$ cat src/verilog/stepper_map.vh
// Constants of the stepper drive control logic: codes, offsets, timing
`ifndef STEPPER_MAP_VH
`define STEPPER_MAP_VH

`define CLK_MHZ 50
`define CLK_KHZ 50000

// Mode codes as {mode_select_bit1, mode_select_bit0}, switch on reads 1
`define MODE_ANALOG 2'h3
`define MODE_TWO_SPEED 2'h2
`define MODE_EXT_KNOB 2'h1
`define MODE_STEP_DIR 2'h0

// Microstep code {bit1, bit0}; 3 default, 2 = 400, 1 = 1600, 0 = 12800
`define MSTEP_DEFAULT 2'h3

// Times in their own units
`define TUNE_WINDOW_MS 1000
`define RAMP_TICK_US 1000
`define IDLE_DELAY_MS 500
`define FILTER_NS 160

// Register byte offsets
`define REG_CTRL 8'h00
`define REG_IDLE_DELAY 8'h04
`define REG_STATUS 8'h08
`define REG_SPEED 8'h0c
`define REG_STEP_COUNT 8'h10

// Control register fields and reset value
`define CTRL_SOFT_STOP 0
`define CTRL_FORCE_OFF 1
`define CTRL_RESET 2'h0

// Status register fields
`define ST_MODE_LSB 0
`define ST_RUN 2
`define ST_DIR 3
`define ST_POS_LIMIT 4
`define ST_NEG_LIMIT 5
`define ST_POWER_ON 6
`define ST_IDLE_LOW 7
`define ST_TUNE_ARMED 8
`define ST_CURRENT_LSB 16
`define ST_MSTEP_LSB 20

// Speed register fields
`define SPD_TARGET_LSB 16

// Width of the ramp increment taken from the top of a knob reading
`define RATE_BITS 6

// AHB transfer type bit that marks NONSEQ or SEQ
`define HTRANS_ACTIVE 1

`endif

$ cat src/verilog/input_filter.v
// Two-stage synchroniser and glitch filter for a group of digital inputs
`timescale 1ns/100ps
module input_filter #(
    parameter WIDTH = 5,
    parameter FILTER_CYCLES = 8
) (
    input wire hclk,
    input wire hresetn,
    input wire [WIDTH-1:0] raw_in,
    output wire [WIDTH-1:0] clean_out
);
    reg [WIDTH-1:0] meta_q;
    reg [WIDTH-1:0] sync_q;

    always @(posedge hclk or negedge hresetn) begin
        if (!hresetn) begin
            meta_q <= {WIDTH{1'b0}};
            sync_q <= {WIDTH{1'b0}};
        end else begin
            meta_q <= raw_in;
            sync_q <= meta_q;
        end
    end

    genvar i;
    generate
        for (i = 0; i < WIDTH; i = i + 1) begin : g_bit
            reg [15:0] cnt_q;
            reg bit_q;
            // A level must stay different for the whole count to pass
            always @(posedge hclk or negedge hresetn) begin
                if (!hresetn) begin
                    cnt_q <= 16'h0000;
                    bit_q <= 1'b0;
                end else if (sync_q[i] == bit_q) begin
                    cnt_q <= 16'h0000;
                end else if (cnt_q >= FILTER_CYCLES - 1) begin
                    cnt_q <= 16'h0000;
                    bit_q <= sync_q[i];
                end else begin
                    cnt_q <= cnt_q + 16'h0001;
                end
            end
            assign clean_out[i] = bit_q;
        end
    endgenerate
endmodule // input_filter

$ cat src/verilog/stepper_drive_logic.v
// Stepper drive control: mode latch, input routing, ramps, AHB registers
//
// Notes on behaviour
// - Two mode switches pick analog, two-speed, external knob or step/dir.
// - Mode switches are read once after reset; later changes are ignored.
// - Terminal two is run/stop in velocity modes, step pulse in step/dir.
// - Terminal three is direction, except positive limit in external knob.
// - An active limit ramps speed to zero at the ramp knob rate.
// - External knob mode honours positive limit only with analog upper half.
// - Terminal four is speed select, negative limit, or unused per mode.
// - External knob mode honours negative limit only with analog lower half.
// - Analog mode honours negative limit only while direction sits at ground.
// - Power stage is on while enable input is open, off when driven.
// - Microstep switches pick default, 400, 1600 or 12800; step/dir only.
// - Three current switches give eight running current levels.
// - Idle switch on lowers current when no steps arrive; off keeps it.
// - Two idle switch toggles within one second start auto tuning.
// - Knobs set accel, decel/low speed, high speed per mode.
// - Analog mode speed tracks the analog input continuously.
// - Two-speed mode picks low or high preset by speed select input.
`timescale 1ns/100ps
`include "stepper_map.vh"
module stepper_drive_logic #(
    parameter ANALOG_W = 10,
    parameter ACC_W = 24,
    parameter FILTER_CYCLES = (`FILTER_NS * `CLK_MHZ + 999) / 1000,
    parameter TUNE_WINDOW_CYCLES = `TUNE_WINDOW_MS * `CLK_KHZ,
    parameter RAMP_TICK_CYCLES = `RAMP_TICK_US * `CLK_MHZ,
    parameter [31:0] IDLE_DELAY_RESET = `IDLE_DELAY_MS * `CLK_KHZ
) (
    input wire hclk,
    input wire hresetn,
    input wire hsel,
    input wire [7:0] haddr,
    input wire [1:0] htrans,
    input wire hwrite,
    input wire [2:0] hsize,
    input wire [31:0] hwdata,
    input wire hready,
    output wire hreadyout,
    output wire hresp,
    output reg [31:0] hrdata,
    input wire mode_select_bit0,
    input wire mode_select_bit1,
    input wire microstep_select_bit0,
    input wire microstep_select_bit1,
    input wire current_select_bit0,
    input wire current_select_bit1,
    input wire current_select_bit2,
    input wire idle_reduce_switch,
    input wire run_step_in,
    input wire dir_pos_limit_in,
    input wire speed_neg_limit_in,
    input wire disable_in,
    input wire [ANALOG_W-1:0] analog_level,
    input wire [ANALOG_W-1:0] accel_or_ramp_knob,
    input wire [ANALOG_W-1:0] decel_or_slow_knob,
    input wire [ANALOG_W-1:0] fast_speed_knob,
    output reg step_out,
    output reg dir_out,
    output reg run_active,
    output reg power_stage_en,
    output reg [1:0] microstep_code,
    output reg [2:0] current_level,
    output reg idle_reduce_active,
    output reg autotune_start,
    output reg [ANALOG_W-1:0] speed_command
);
    localparam TUNE_WAIT = 3'b001;
    localparam TUNE_ONE = 3'b010;
    localparam TUNE_GO = 3'b100;
    localparam [ANALOG_W-1:0] SPEED_ZERO = {ANALOG_W{1'b0}};

    // Input conditioning
    wire [4:0] clean;
    input_filter #(
        .WIDTH(5),
        .FILTER_CYCLES(FILTER_CYCLES)
    ) u_filter (
        .hclk(hclk),
        .hresetn(hresetn),
        .raw_in({idle_reduce_switch, disable_in, speed_neg_limit_in,
            dir_pos_limit_in, run_step_in}),
        .clean_out(clean)
    );
    wire in2 = clean[0];
    wire in3 = clean[1];
    wire in4 = clean[2];
    wire dis_in = clean[3];
    wire idle_sw = clean[4];

    // Mode latched once after reset release
    reg mode_taken_q;
    reg [1:0] mode_q;
    always @(posedge hclk or negedge hresetn) begin
        if (!hresetn) begin
            mode_taken_q <= 1'b0;
            mode_q <= `MODE_STEP_DIR;
        end else if (!mode_taken_q) begin
            mode_taken_q <= 1'b1;
            mode_q <= {mode_select_bit1, mode_select_bit0};
        end
    end
    wire is_analog = mode_taken_q && (mode_q == `MODE_ANALOG);
    wire is_two = mode_taken_q && (mode_q == `MODE_TWO_SPEED);
    wire is_ext = mode_taken_q && (mode_q == `MODE_EXT_KNOB);
    wire is_stepdir = mode_taken_q && (mode_q == `MODE_STEP_DIR);

    // Registers
    reg [1:0] ctrl_q;
    reg [31:0] idle_delay_q;
    reg [31:0] step_count_q;
    reg [ANALOG_W-1:0] cur_q;
    reg [ANALOG_W-1:0] target;
    reg [2:0] tune_q;

    // Limits and routing
    wire upper = analog_level[ANALOG_W-1];
    wire pos_limit = is_ext && in3 && upper;
    wire neg_limit = in4 && ((is_ext && !upper)
        || (is_analog && !in3));
    wire limit_hit = pos_limit || neg_limit;
    wire run_cmd = (is_analog || is_two || is_ext) && in2
        && !ctrl_q[`CTRL_SOFT_STOP];
    wire dir_req = is_ext ? upper : in3;

    // Distance from mid-scale, doubled, as speed in external knob mode
    wire [ANALOG_W-1:0] ext_mag = upper ?
        {analog_level[ANALOG_W-2:0], 1'b0} :
        {~analog_level[ANALOG_W-2:0], 1'b1};
    wire [2*ANALOG_W-1:0] analog_prod = analog_level * fast_speed_knob;
    wire [2*ANALOG_W-1:0] ext_prod = ext_mag * fast_speed_knob;

    always @* begin
        target = SPEED_ZERO;
        if (run_cmd && !limit_hit && dir_req == dir_out) begin
            if (is_analog)
                target = analog_prod[2*ANALOG_W-1:ANALOG_W];
            else if (is_ext)
                target = ext_prod[2*ANALOG_W-1:ANALOG_W];
            else if (is_two)
                target = in4 ? fast_speed_knob : decel_or_slow_knob;
        end
    end

    // Ramp rate: two-speed and limit stops use the ramp knob both ways
    wire use_ramp = is_two || limit_hit;
    wire [ANALOG_W-1:0] rate_up = {{(ANALOG_W-`RATE_BITS){1'b0}},
        accel_or_ramp_knob[ANALOG_W-1 -: `RATE_BITS]} + 1'b1;
    wire [ANALOG_W-1:0] rate_dn = {{(ANALOG_W-`RATE_BITS){1'b0}},
        (use_ramp ? accel_or_ramp_knob[ANALOG_W-1 -: `RATE_BITS] :
        decel_or_slow_knob[ANALOG_W-1 -: `RATE_BITS])} + 1'b1;

    reg [31:0] ramp_cnt_q;
    wire ramp_tick = (ramp_cnt_q >= RAMP_TICK_CYCLES - 1);
    always @(posedge hclk or negedge hresetn) begin
        if (!hresetn)
            ramp_cnt_q <= 32'h0;
        else if (ramp_tick)
            ramp_cnt_q <= 32'h0;
        else
            ramp_cnt_q <= ramp_cnt_q + 32'h1;
    end

    always @(posedge hclk or negedge hresetn) begin
        if (!hresetn) begin
            cur_q <= SPEED_ZERO;
        end else if (ramp_tick) begin
            if (cur_q < target) begin
                if (target - cur_q > rate_up)
                    cur_q <= cur_q + rate_up;
                else
                    cur_q <= target;
            end else if (cur_q > target) begin
                if (cur_q - target > rate_dn)
                    cur_q <= cur_q - rate_dn;
                else
                    cur_q <= target;
            end
        end
    end

    // Phase accumulator: its carry is the generated step
    reg [ACC_W:0] acc_q;
    reg in2_prev_q;
    always @(posedge hclk or negedge hresetn) begin
        if (!hresetn) begin
            acc_q <= {(ACC_W+1){1'b0}};
            in2_prev_q <= 1'b0;
        end else begin
            acc_q <= {1'b0, acc_q[ACC_W-1:0]}
                + {{(ACC_W+1-ANALOG_W){1'b0}}, cur_q};
            in2_prev_q <= in2;
        end
    end
    wire ext_step = is_stepdir && in2 && !in2_prev_q;
    wire gen_step = !is_stepdir && acc_q[ACC_W] && (cur_q != SPEED_ZERO);
    wire any_step = ext_step || gen_step;

    always @(posedge hclk or negedge hresetn) begin
        if (!hresetn) begin
            step_out <= 1'b0;
            dir_out <= 1'b0;
            run_active <= 1'b0;
            speed_command <= SPEED_ZERO;
            step_count_q <= 32'h0;
        end else begin
            step_out <= any_step;
            // Outside step/dir, direction only flips at standstill so the motor never reverses
            // at speed; the target is held at zero until then
            if (is_stepdir || cur_q == SPEED_ZERO)
                dir_out <= dir_req;
            run_active <= run_cmd && !limit_hit;
            speed_command <= cur_q;
            if (any_step)
                step_count_q <= step_count_q + 32'h1;
        end
    end

    // Switch-driven settings, power stage and idle current
    reg [31:0] idle_cnt_q;
    always @(posedge hclk or negedge hresetn) begin
        if (!hresetn) begin
            power_stage_en <= 1'b0;
            microstep_code <= `MSTEP_DEFAULT;
            current_level <= 3'h0;
            idle_reduce_active <= 1'b0;
            idle_cnt_q <= 32'h0;
        end else begin
            power_stage_en <= !dis_in && !ctrl_q[`CTRL_FORCE_OFF];
            microstep_code <= is_stepdir ?
                {microstep_select_bit1, microstep_select_bit0} :
                `MSTEP_DEFAULT;
            current_level <= {current_select_bit2, current_select_bit1,
                current_select_bit0};
            if (any_step)
                idle_cnt_q <= 32'h0;
            else if (idle_cnt_q != 32'hffffffff)
                idle_cnt_q <= idle_cnt_q + 32'h1;
            idle_reduce_active <= idle_sw && !any_step
                && (idle_cnt_q >= idle_delay_q);
        end
    end

    // The filter leaves reset at 0, so a switch left on at power-up
    // looks like a toggle; arming waits FILTER_CYCLES + 4 cycles after reset for the filter to settle
    reg [15:0] settle_q;
    wire settled = (settle_q >= FILTER_CYCLES + 4);
    always @(posedge hclk or negedge hresetn) begin
        if (!hresetn)
            settle_q <= 16'h0000;
        else if (!settled)
            settle_q <= settle_q + 16'h0001;
    end

    // Auto tuning: two toggles of the idle switch inside the window
    reg idle_sw_prev_q;
    reg [31:0] win_cnt_q;
    wire sw_toggle = idle_sw != idle_sw_prev_q;
    always @(posedge hclk or negedge hresetn) begin
        if (!hresetn) begin
            tune_q <= TUNE_WAIT;
            idle_sw_prev_q <= 1'b0;
            win_cnt_q <= 32'h0;
            autotune_start <= 1'b0;
        end else begin
            idle_sw_prev_q <= idle_sw;
            autotune_start <= 1'b0;
            case (tune_q)
                TUNE_WAIT: begin
                    win_cnt_q <= 32'h0;
                    if (sw_toggle && settled)
                        tune_q <= TUNE_ONE;
                end
                TUNE_ONE: begin
                    win_cnt_q <= win_cnt_q + 32'h1;
                    if (sw_toggle)
                        tune_q <= TUNE_GO;
                    else if (win_cnt_q >= TUNE_WINDOW_CYCLES - 1)
                        tune_q <= TUNE_WAIT;
                end
                TUNE_GO: begin
                    autotune_start <= 1'b1;
                    tune_q <= TUNE_WAIT;
                end
                default: tune_q <= TUNE_WAIT;
            endcase
        end
    end

    // AHB-Lite slave: zero wait states, read data set at the address phase
    wire addr_ok = hsel && htrans[`HTRANS_ACTIVE] && hready;
    reg wr_pend_q;
    reg [7:0] wr_addr_q;
    reg [31:0] rd_mux;
    assign hreadyout = 1'b1;
    assign hresp = 1'b0;

    always @* begin
        rd_mux = 32'h0;
        case (haddr)
            `REG_CTRL: rd_mux[1:0] = ctrl_q;
            `REG_IDLE_DELAY: rd_mux = idle_delay_q;
            `REG_STATUS: begin
                rd_mux[`ST_MODE_LSB +: 2] = mode_q;
                rd_mux[`ST_RUN] = run_active;
                rd_mux[`ST_DIR] = dir_out;
                rd_mux[`ST_POS_LIMIT] = pos_limit;
                rd_mux[`ST_NEG_LIMIT] = neg_limit;
                rd_mux[`ST_POWER_ON] = power_stage_en;
                rd_mux[`ST_IDLE_LOW] = idle_reduce_active;
                rd_mux[`ST_TUNE_ARMED] = tune_q[1];
                rd_mux[`ST_CURRENT_LSB +: 3] = current_level;
                rd_mux[`ST_MSTEP_LSB +: 2] = microstep_code;
            end
            `REG_SPEED: begin
                rd_mux[ANALOG_W-1:0] = cur_q;
                rd_mux[`SPD_TARGET_LSB +: ANALOG_W] = target;
            end
            `REG_STEP_COUNT: rd_mux = step_count_q;
            default: rd_mux = 32'h0;
        endcase
    end

    always @(posedge hclk or negedge hresetn) begin
        if (!hresetn) begin
            wr_pend_q <= 1'b0;
            wr_addr_q <= 8'h00;
            hrdata <= 32'h0;
            ctrl_q <= `CTRL_RESET;
            idle_delay_q <= IDLE_DELAY_RESET;
        end else begin
            if (hready) begin
                wr_pend_q <= addr_ok && hwrite;
                wr_addr_q <= haddr;
            end
            if (addr_ok && !hwrite)
                hrdata <= rd_mux;
            if (wr_pend_q) begin
                case (wr_addr_q)
                    `REG_CTRL: ctrl_q <= hwdata[1:0];
                    `REG_IDLE_DELAY: idle_delay_q <= hwdata;
                    default: ctrl_q <= ctrl_q;
                endcase
            end
        end
    end
endmodule // stepper_drive_logic

$ cat config.mk
export PLATFORM = sky130hd
export DESIGN_NAME = stepper_drive_logic
export DESIGN_NICKNAME = d
export VERILOG_FILES = /design/src/verilog/input_filter.v /design/src/verilog/stepper_drive_logic.v
export VERILOG_INCLUDE_DIRS = /design/src /design/src/verilog
export SDC_FILE = /design/constraint.sdc
export NUM_CORES = 1
export LEC_CHECK = 0
export BUFFER_PORTS_ARGS = -buffer_cell sky130_fd_sc_hd__buf_4
export CAP_MARGIN = 5
export CORE_UTILIZATION = 50
export DETAILED_ROUTE_END_ITERATION = 6
export GPL_ROUTABILITY_DRIVEN = 0
export PLACE_DENSITY_LB_ADDON = 0.12
export SETUP_SLACK_MARGIN = 0.02
export SKIP_CTS_REPAIR_TIMING = 1
export SLEW_MARGIN = 20
export SYNTH_ARGS = -nofsm -noshare
export SYNTH_HDL_FRONTEND = slang
export SYNTH_SLANG_ARGS = --single-unit
$ cat constraint.sdc
create_clock -name hclk -period 9.3 [get_ports hclk]
set_input_delay 1.395 -clock hclk [delete_from_list [all_inputs] [get_ports hclk]]
set_output_delay 1.395 -clock hclk [all_outputs]
set_load 0.005 [all_outputs]
; Word level (Yosys, flattened, before mapping)
; Index checks and enable logic that the tools add are counted.
[totals]
register_bits = 378
word_cells = 197
output_inout_bits = 55
[op_classes]
n_bitwise = 6
n_addsub = 17
order_cmp = 13
eq_ne = 21
mul = 2
n_reduce_logical = 59
n_mux = 41
[op_table]
columns = op, count
row1 = $mux W16, 10
row2 = $add A32 B1 Y32 const B, 4
row3 = $mux W10, 10
row4 = $add A16 B1 Y16 const B, 6
row5 = $mux W32, 3
row6 = $ge A16 B3 Y1 const B, 5
row7 = $pmux W32 S2, 1
row8 = $mul A10 B10 Y20, 2
row9 = $ge A32 B16 Y1 const B, 1
row10 = $ge A32 B26 Y1 const B, 1
row11 = $ge A32 B32 Y1, 1
row12 = $ne A32 B32 Y1 const B, 1
row13 = $pmux W7 S4, 1
row14 = $add A24 B10 Y25, 1
row15 = $logic_and A1 B1 Y1, 25
row16 = $pmux W6 S2, 2
row17 = $gt A10 B7 Y1, 2
row18 = $sub A10 B10 Y10, 2
row19 = $reduce_and A2 Y1, 9
row20 = $eq A8 B3 Y1 const B, 2
row21 = $eq A8 B4 Y1 const B, 2
row22 = $ge A16 B4 Y1 const B, 1
row23 = $logic_not A8 Y1, 2
row24 = $add A6 B1 Y7 const B, 2
row25 = 32 further kinds, 63

; Longest topological paths before layout
; Gate-level depths: netlist of run 1.
[depth]
ltp_word = 15
ltp_mapped = 38
mapped_depth_nobuf = 37

; By module
; A second synthesis of run 1 with hierarchy kept.
[hier_totals]
hier_cells = 2582
hier_area_um2 = 25619.6
[by_module_without_submodules]
columns = module, n_inst, cells_each, area_each_um2
row1 = stepper_drive_logic, 1, 2406, 22519.1
row2 = input_filter, 1, 176, 3100.5

; Least setup slack after synthesis of run 1
; No wires, ideal clock.
[synth_timing]
path_kind = input to register
startpoint = input analog_level[9]
endpoint = register cur_q[0]
setup_slack_ns = -0.398
arrival_ns = 9.576
cell_stages = 36
setup_ns = 0.122
t_required_ns = 9.178
cell_sequence = buf_1 > buf_1 > xnor2_1 > and2_1 > fa_1 > fa_1 > inv_1 > fa_1 > inv_1 > fa_1 > inv_1 > fa_1 > inv_1 > ha_1 > a21oi_1 > nor2b_1 > a41o_1 > o311ai_0 > o2111ai_1 > inv_1 > ha_1 > inv_1 > fa_1 > a211oi_2 > nor2_2 > o21a_1 > nor2_1 > xnor2_1 > ha_1 > a2111oi_0 > a21oi_1 > a2111oi_2 > o211ai_1 > mux2i_2 > nand2_1 > a32o_1
[synth_via]
elab_chain_len = 14
[synth_rtl]
columns = item, line_no
row1 = "start, declared", stepper_drive_logic.v:55  ; input wire [ANALOG_W-1:0] analog_level,
row2 = "parallel branches: the longest is 14 deep, another holds $mul A10 B10 Y20", -
row3 = "end signal, assigned", stepper_drive_logic.v:171  ; cur_q <= cur_q + rate_up;
row4 = "end signal, assigned", stepper_drive_logic.v:173  ; cur_q <= target;
row5 = "end signal, assigned", stepper_drive_logic.v:176  ; cur_q <= cur_q - rate_dn;
row6 = "end, declared", stepper_drive_logic.v:113  ; reg [ANALOG_W-1:0] cur_q;
; Several ways; the timed one is not identified. The select of a mux whose other input is x is not followed.
; A chain may end at the register's enable or synchronous reset.

; Worst setup path after layout of run 1
[layout_timing]
startpoint = input analog_level[9]
endpoint = register cur_q[7]
; Same word-level chain as after synthesis.

==> results.json, run 1 <==
{
  "syn2layout_area_growth_pct": 18.3,
  "vias_per_cell": 5.44,
  "synth_area_leaders": "dfrtp_1 (36%), ha_1 (10%), fa_1 (10%)",
  "synth_edf_count": 0,
  "antenna_found_initial": 0,
  "yosys_warnings": 0,
  "final_util": 0.598,
  "initial_utilization": 0.506,
  "cts_buffers": 41,
  "seq_area_frac_synth": 0.374,
  "critPathKind": "input port to flip-flop",
  "die_w_um": 227,
  "fmax_mhz": 112,
  "crit_required_ns": 9.73,
  "outcome": "finished, final reports clean",
  "clock_latency_ns": 0.58,
  "finish.net_count": 3320,
  "cp_max_fo": 5,
  "core_um2": 50100,
  "drive_gt1_frac": 0.173,
  "synth.distinct_cells": 90,
  "cts.sinks": 378,
  "first_pass_iters": 5,
  "multi_input_area_um2": 15000,
  "wire_per_inst_um": 17.6,
  "hold_path_class": "flip-flop to flip-flop",
  "critPathSlowestCell": "fa_1",
  "synth_top_area_frac": 0.359,
  "synth_area_um2": 25300,
  "hold_ws_ns": 0.344,
  "root_buffer": "clkbuf_16",
  "fill_cells": 4313,
  "finalSetupViolations": 0,
  "fin_tns_setup_ns": 0,
  "grt.total_usage": 0.254,
  "finClkSkew_ns": 0.0355,
  "drc": 0,
  "slew_violations": 0,
  "rows": 82,
  "crit_top_cell": "buf_4",
  "critPathTopFamily": "adder cells",
  "yosysMostFrequentCell": "dfrtp_1",
  "ys.flop_type": "dfrtp_1",
  "leakagePower_uw": 0.0145,
  "drt_iter0_markers": 1198,
  "syn_area_per_cell_um2": 9.88,
  "relSlewSlack": 0.388,
  "ios": 157,
  "grt_max_degree": 138,
  "synth-seq-cells": 378,
  "tightest_slew_ns": 0.918,
  "start_kind": "input port",
  "yosysTopAreaCell": "dfrtp_1",
  "dp_cells": 3508,
  "final_antenna_net_count": 0,
  "max_stage_delay_ns": 0.56,
  "dieArea_um2": 51600,
  "grt_pass1_vias": 19800,
  "worstSetupEndpointType": "flip-flop",
  "die_h_um": 227,
  "syn_inst": 2564,
  "path_clk_slew_ns": 0.06,
  "cts_tree": "yes",
  "clockBufferDepth": 3,
  "synth_common_cells": "dfrtp_1 (363), inv_1 (260), nand2_1 (230), ha_1 (209), nor2_1 (180)",
  "max_cap_violations": 0,
  "async_flop_share": 1.00,
  "period_share": 0.960,
  "overflow": 0,
  "dr_total_vias": 19500,
  "htreeDepth": 2,
  "cp_num_buf_inv": 9,
  "seqCellArea_um2": 9480,
  "arrival_ns": 9.36,
  "port-buffer-count": 146,
  "cellPowerDensity_nw_per_um2": 259,
  "hold_violations": 0,
  "final_cells": 3588,
  "vdd_ir_drop_max_v": 0.000177,
  "min_period_ns": 8.93,
  "wirelength_mm": 63.3,
  "hpwlAfterDp_mm": 49.0,
  "grt_pass1_wl_mm": 103
}
-- kinds of logic after synthesis --
group	after synthesis	share of synthesized area
simple gates	849	0.168
compound gates	391	0.106
flops	378	0.374
buf+inv	363	0.0553
fa+ha+maj	336	0.204
xor+xnor	165	0.0577
mux	80	0.0346
other cells	2	0.000297
-- power by group --
group          total (µW)  switching, µW  leakage, µW  internal (µW)
clock network        1630            673     0.000660            958
logic                4110           2250      0.00905           1860
registers            2010            196      0.00480           1820
total                7760           3120       0.0145           4640
-- flip-flops by register name, summed over array words and instances, names as in the netlist, 5 cells and up --
signal / cells
settle_q: 16
u_filter.g_bit.bit_q: 5
speed_command: 10
wr_addr_q: 8
win_cnt_q: 32
step_count_q: 32
u_filter.sync_q: 5
acc_q: 25
idle_delay_q: 32
u_filter.meta_q: 5
ramp_cnt_q: 32
idle_cnt_q: 32
cur_q: 10
hrdata: 32
u_filter.g_bit.cnt_q: 80
-- metrics by stage --
stage | power [µW] | area (µm²) | worst slack, ns
2_1_floorplan | 4620 | 25700 | 0.0612
3_3_place_gp | 5850 | 28400 | -0.467
3_5_place_dp | 5940 | 28400 | -0.554
4_1_cts | 7620 | 29700 | -0.0301
5_1_grt | 8400 | 30000 | -0.0268
6_report | 7760 | 30000 | 0.372
-- cell usage in the layout (no fill, tap or decap), types with 19 or more instances in the layout --
| cell type | netlist | layout |
|---|---|---|
| nand2b_1 | 25 | 24 |
| nor4_1 | 29 | 29 |
| nand3_1 | 75 | 74 |
| and2_1 | 105 | 105 |
| mux2_2 | 58 | 58 |
| and3_1 | 21 | 21 |
| a221oi_1 | 20 | 19 |
| conb_1 | 2 | 79 |
| ha_1 | 209 | 203 |
| dfrtp_1 | 363 | 363 |
| a21o_1 | 27 | 27 |
| nor2b_1 | 26 | 24 |
| fa_1 | 127 | 126 |
| a21oi_1 | 81 | 74 |
| a211oi_1 | 20 | 20 |
| nor3_1 | 40 | 40 |
| xnor2_1 | 94 | 85 |
| nand2_1 | 230 | 229 |
| inv_1 | 260 | 260 |
| nor2_1 | 180 | 178 |
| mux2i_1 | 21 | 21 |
| o21ai_0 | 82 | 78 |
| clkbuf_16 | 0 | 41 |
| xor2_1 | 70 | 70 |
| nand4_1 | 48 | 48 |
| buf_4 | 4 | 295 |
-- layout make-up --
class | instances | share of cell area
repair buffers | 299 | 0.0764
clock buffers | 61 | 0.0388
inverters | 262 | 0.0328
flip-flops and latches | 378 | 0.316
multi-input cells | 1900 | 0.501
diodes | 1 | 0.0000835
well taps | 672 | 0.0281
clock inverters | 15 | 0.00689
-- routing by layer --
layer / share of wire / up-vias / global-route usage / wire length, µm
li1: - / 9304 / - / -
met1: 0.44 / 9645 / 0.341 / 27900
met2: 0.47 / 451 / 0.414 / 29900
met3: 0.048 / 116 / 0.0413 / 3060
met4: 0.038 / 0 / 0.0987 / 2400
met5: 0 / - / 0 / 0
-- worst reg2reg max path, stage by stage, from the launching register on --
cell	delay, ns
dfrtp_1	0.80
nand3b_1	0.62
mux2i_1	0.47
xnor2_1	0.21
nor2_1	0.45
o2111ai_2	0.28
inv_1	0.12
ha_2	0.18
inv_1	0.05
fa_2	0.36
a211oi_2	0.24
nor2_2	0.09
o21a_1	0.18
nor2_2	0.15
xnor2_2	0.11
ha_2	0.34
nand3_1	0.10
o22ai_2	0.17
a21oi_2	0.07
a2111oi_2	0.21
o211ai_1	0.19
buf_4	0.19
a32o_1	0.21
a32oi_1	0.17
o21ai_1	0.10
-- final timing paths --
| path | from | slack [ns] | to | cells past startpoint |
|---|---|---|---|---|
| worst min-delay path | u_filter.meta_q[0] | 0.34 | u_filter.sync_q[0] | 0 |
| worst max register to register | mode_q[0] | 3.11 | cur_q[7] | 24 |
| worst max-delay path | analog_level[9] | 0.37 | cur_q[7] | 39 |
| min in group asynchronous | hresetn | 0.92 | autotune_start | 1 |
| worst min register to register | u_filter.meta_q[0] | 0.34 | u_filter.sync_q[0] | 0 |
| max in group asynchronous | hresetn | 6.98 | hrdata[10] | 2 |
(Power assumes the default switching activity.)
==> run 2: changes to the inputs <==
- clock period: 9.3 -> 8.55 ns (I/O delays scaled with it)
==> results.json, run 2 (synthesis gave the netlist of run 1 again) <==
{
  "vdd_ir_drop_max_v": 0.000211,
  "path_clk_slew_ns": 0.06,
  "overflow": 0,
  "ff2ff_setup_slack_ns": 2.13,
  "port-buffer-count": 146,
  "reg2reg_to": "cur_q[7]",
  "finish.net_count": 3377,
  "die_w_um": 227,
  "r2r-start": "mode_q[0]",
  "final_antenna_net_count": 0,
  "final_area_um2": 30900,
  "p_int_uw": 5550,
  "p_comb_frac": 0.547,
  "grt_pass1_wl_mm": 104,
  "switching_share": 0.392,
  "rsz0062_at_grt": "yes",
  "dieArea_um2": 51600,
  "htreeDepth": 2,
  "clock_latency_ns": 0.58,
  "drt_iter0_markers": 1233,
  "final_cell_mix": "dfrtp_1 (363), buf_4 (346), inv_1 (256)",
  "drc": 0,
  "critPathSlowestCell": "fa_1",
  "placed_area_um2": 28900,
  "p_sw_uw": 3580,
  "crit_required_ns": 9.01,
  "holdPathStages": 0,
  "cts_tree": "yes",
  "start_kind": "input port",
  "rows": 82,
  "finClkSkew_ns": 0.0331,
  "syn2layout_area_growth_pct": 21.8,
  "whs_endpoint": "u_filter.sync_q[1]",
  "critPathKind": "input port to flip-flop",
  "min_period_ns": 8.64,
  "grt.total_usage": 0.256,
  "grt_max_degree": 158,
  "wire_per_inst_um": 17.7,
  "relSlewSlack": 0.292,
  "largest_reg_flops": 80,
  "cp_max_fo": 7,
  "cellPowerDensity_nw_per_um2": 296,
  "die_h_um": 227,
  "layout_commonest_cell": "dfrtp_1",
  "top_register": "u_filter.g_bit.cnt_q",
  "reg2reg_depth": 24,
  "min_from": "u_filter.meta_q[1]",
  "final_util": 0.616,
  "hpwlAfterDp_mm": 49.3,
  "ios": 157,
  "period_share": 1.01,
  "fill_cells": 4301,
  "hold_path_class": "flip-flop to flip-flop",
  "vias_per_cell": 5.44,
  "core_um2": 50100,
  "violations": "setup timing",
  "cts.sinks": 378,
  "seqCellArea_um2": 9480,
  "outcome": "finished, violations left",
  "fmax_mhz": 116,
  "wirelength_mm": 64.3,
  "cts_buffers": 41,
  "root_buffer": "clkbuf_16",
  "clockBufferDepth": 3,
  "finalSetupViolations": 10,
  "fin_tns_setup_ns": -0.616,
  "drive_gt1_frac": 0.202,
  "hold_violations": 0,
  "max_cap_violations": 0,
  "clockPowerShare": 0.213,
  "antenna_found_initial": 0,
  "arrival_ns": 9.10,
  "pwr-share-seq": 0.240,
  "multi_input_area_um2": 15300,
  "worstSetupEndpointType": "flip-flop",
  "initial_utilization": 0.506,
  "tightest_slew_ns": 1.06,
  "slew_violations": 0,
  "dr_total_vias": 19800,
  "max_stage_delay_ns": 0.51,
  "fin_ws_ns": -0.0934,
  "first_pass_iters": 5,
  "antennaDiodeCount": 0,
  "grt_pass1_vias": 20100,
  "leakagePower_uw": 0.0149
}
## run 2: worst max-delay path by stage
| stage | start | cells after the start | slack, ns | to |
|---|---|---|---|---|
| 6_report | analog_level[9] | 39 | -0.09 | cur_q[7] |
| 5_1_grt | analog_level[9] | 36 | -0.43 | cur_q[7] |
| 4_1_cts | analog_level[9] | 34 | -0.39 | cur_q[1] |
| 3_5_place_dp | analog_level[9] | 33 | -0.95 | cur_q[9] |
| 3_3_place_gp | analog_level[9] | 39 | -0.81 | cur_q[9] |
| 2_1_floorplan | analog_level[9] | 37 | -0.05 | cur_q[0] |
## run 2: stage by stage
step | cells | hold slack [ns] | total power, µW | worst slack, ns
after global placement | 3553 | 0.334 | 6740 | -0.810
final | 3642 | 0.347 | 9130 | -0.0934
after global routing | 3642 | 0.357 | 9820 | -0.434
after CTS | 3627 | 0.348 | 8850 | -0.390
after floorplan | 2641 | 0.331 | 5130 | -0.0471
after detailed placement | 3553 | 0.336 | 6850 | -0.948
## run 2: worst max-delay path, delay by kind of cell
kind / cells / cell delay [ns]
simple gates: 5 / 0.45
compound gates: 13 / 2.59
fa+ha+maj: 9 / 3.54
xor+xnor: 2 / 0.32
buf+inv: 10 / 0.93
## run 2: per-layer routing
| metal | track usage | share of wire | vias to the layer above |
|---|---|---|---|
| li1 | - | - | 9403 |
| met1 | 0.348 | 0.45 | 9863 |
| met2 | 0.414 | 0.47 | 416 |
| met3 | 0.0386 | 0.046 | 125 |
| met4 | 0.0963 | 0.034 | 0 |
| met5 | 0 | 0 | - |
## run 2: power by group through the flow
stage                     registers [µW]  clock network, µW  logic (µW)
after floorplan                     2130                  0        3000
after global placement              2210                  0        4530
after detailed placement            2220                  0        4640
after CTS                           2190               1980        4680
after global routing                2210               2060        5550
final                               2190               1940        4990
## run 2: layout make-up
type,instances,share of cell area
Tap cell,672,0.0273
Multi-Input combinational cell,1900,0.495
Inverter,262,0.0319
Timing Repair Buffer,356,0.0899
Clock inverter,25,0.0122
Clock buffer,49,0.0365
Sequential cell,378,0.307
==> run 3: changes to the inputs <==
- SETUP_SLACK_MARGIN: 0.02 -> 0.3
==> results.json, run 3 (synthesis gave the netlist of run 1 again) <==
{
  "rsz0062_at_grt": "yes",
  "arrival_ns": 9.11,
  "antenna_found_initial": 0,
  "cp_max_fo": 7,
  "dr_total_vias": 19900,
  "hold_path_class": "flip-flop to flip-flop",
  "cts.sinks": 378,
  "max_stage_delay_ns": 0.56,
  "crit_top_cell": "fa_1",
  "syn2layout_area_growth_pct": 21.7,
  "hold_ws_ns": 0.354,
  "port-buffer-count": 146,
  "finClkSkew_ns": 0.0209,
  "drive_gt1_frac": 0.205,
  "die_h_um": 227,
  "rows": 82,
  "ios": 157,
  "worstSetupEndpointType": "flip-flop",
  "fill_cells": 4272,
  "finish.net_count": 3378,
  "drc": 0,
  "placed_area_um2": 28800,
  "period_share": 1.01,
  "largest_reg_flops": 80,
  "root_buffer": "clkbuf_16",
  "grt_pass1_wl_mm": 103,
  "reg2reg_to": "cur_q[5]",
  "final_cell_mix": "dfrtp_1 (363), buf_4 (343), inv_1 (255)",
  "finalSetupViolations": 10,
  "path_clk_slew_ns": 0.06,
  "hpwlAfterDp_mm": 49.2,
  "start_kind": "input port",
  "cellPowerDensity_nw_per_um2": 296,
  "drt_iter0_markers": 1328,
  "antennaDiodeCount": 0,
  "crit_required_ns": 9.03,
  "holdPathStages": 0,
  "core_um2": 50100,
  "htreeDepth": 2,
  "hold_violations": 0,
  "slew_violations": 0,
  "min_period_ns": 8.63,
  "fin_ws_ns": -0.0817,
  "reg2reg_depth": 24,
  "grt_pass1_vias": 19900,
  "vias_per_cell": 5.46,
  "wire_per_inst_um": 17.7,
  "first_pass_iters": 6,
  "dieArea_um2": 51600,
  "top_register": "u_filter.g_bit.cnt_q",
  "layout_commonest_cell": "dfrtp_1",
  "critPathSlowestCell": "fa_1",
  "die_w_um": 227,
  "leakagePower_uw": 0.0148,
  "initial_utilization": 0.506,
  "clock_latency_ns": 0.58,
  "fmax_mhz": 116,
  "vdd_ir_drop_max_v": 0.000275,
  "outcome": "finished, violations left",
  "whs_endpoint": "u_filter.sync_q[0]",
  "tightest_slew_ns": 1.11,
  "cts_tree": "yes",
  "min_from": "u_filter.meta_q[0]",
  "grt_max_degree": 181,
  "ff2ff_setup_slack_ns": 2.16,
  "final_antenna_net_count": 0,
  "grt.total_usage": 0.254,
  "r2r-start": "mode_q[0]",
  "total_power_uw": 9120,
  "cts_buffers": 40,
  "violations": "setup timing",
  "critPathKind": "input port to flip-flop",
  "relSlewSlack": 0.259,
  "clockBufferDepth": 3,
  "max_cap_violations": 0,
  "wirelength_mm": 64.5,
  "final_area_um2": 30800,
  "overflow": 0
}
## run 3: report_power, final
group	internal, µW	switching [µW]
Sequential	1980	220
Combinational	2470	2700
Clock	1030	727
Total	5470	3640
## run 3: area by class of cell
type	instances	area, µm²	area share
inverters	262	983	0.0319
clock inverters	14	171	0.00556
well taps	672	841	0.0273
repair buffers	357	2780	0.0904
clock buffers	57	1180	0.0382
multi-input cells	1901	15400	0.499
flip-flops and latches	378	9480	0.308
## run 3: critical path, delay by kind of cell
family          cells  cell delay, ns
fa+ha+maj           8            3.50
xor+xnor            1            0.26
compound gates     10            1.86
simple gates        7            0.76
mux                 1            0.33
buf+inv             9            1.10
## run 3: worst max-delay path by stage
stage	from	endpoint	slack [ns]	cells after the start
finish	analog_level[9]	cur_q[5]	-0.08	36
CTS	analog_level[9]	cur_q[9]	-0.40	36
floorplan	analog_level[9]	cur_q[0]	-0.05	37
global placement	analog_level[9]	cur_q[9]	-0.80	34
detailed placement	analog_level[9]	cur_q[9]	-0.95	36
global route	analog_level[9]	cur_q[5]	-0.42	36
## run 3: through the flow
step | setup slack (ns) | instances | utilization | setup TNS (ns)
2_1_floorplan | -0.0467 | 2641 | - | -0.0467
3_3_place_gp | -0.795 | 3543 | 0.576 | -7.53
3_5_place_dp | -0.949 | 3543 | 0.576 | -9.06
4_1_cts | -0.398 | 3614 | 0.603 | -3.56
5_1_grt | -0.418 | 3641 | 0.615 | -3.76
6_report | -0.0817 | 3641 | 0.615 | -0.467
## run 3: per-layer routing
metal,global-route usage,share of wire
met1,0.342,0.44
met4,0.0782,0.030
met5,0,0
met2,0.425,0.48
met3,0.0378,0.045
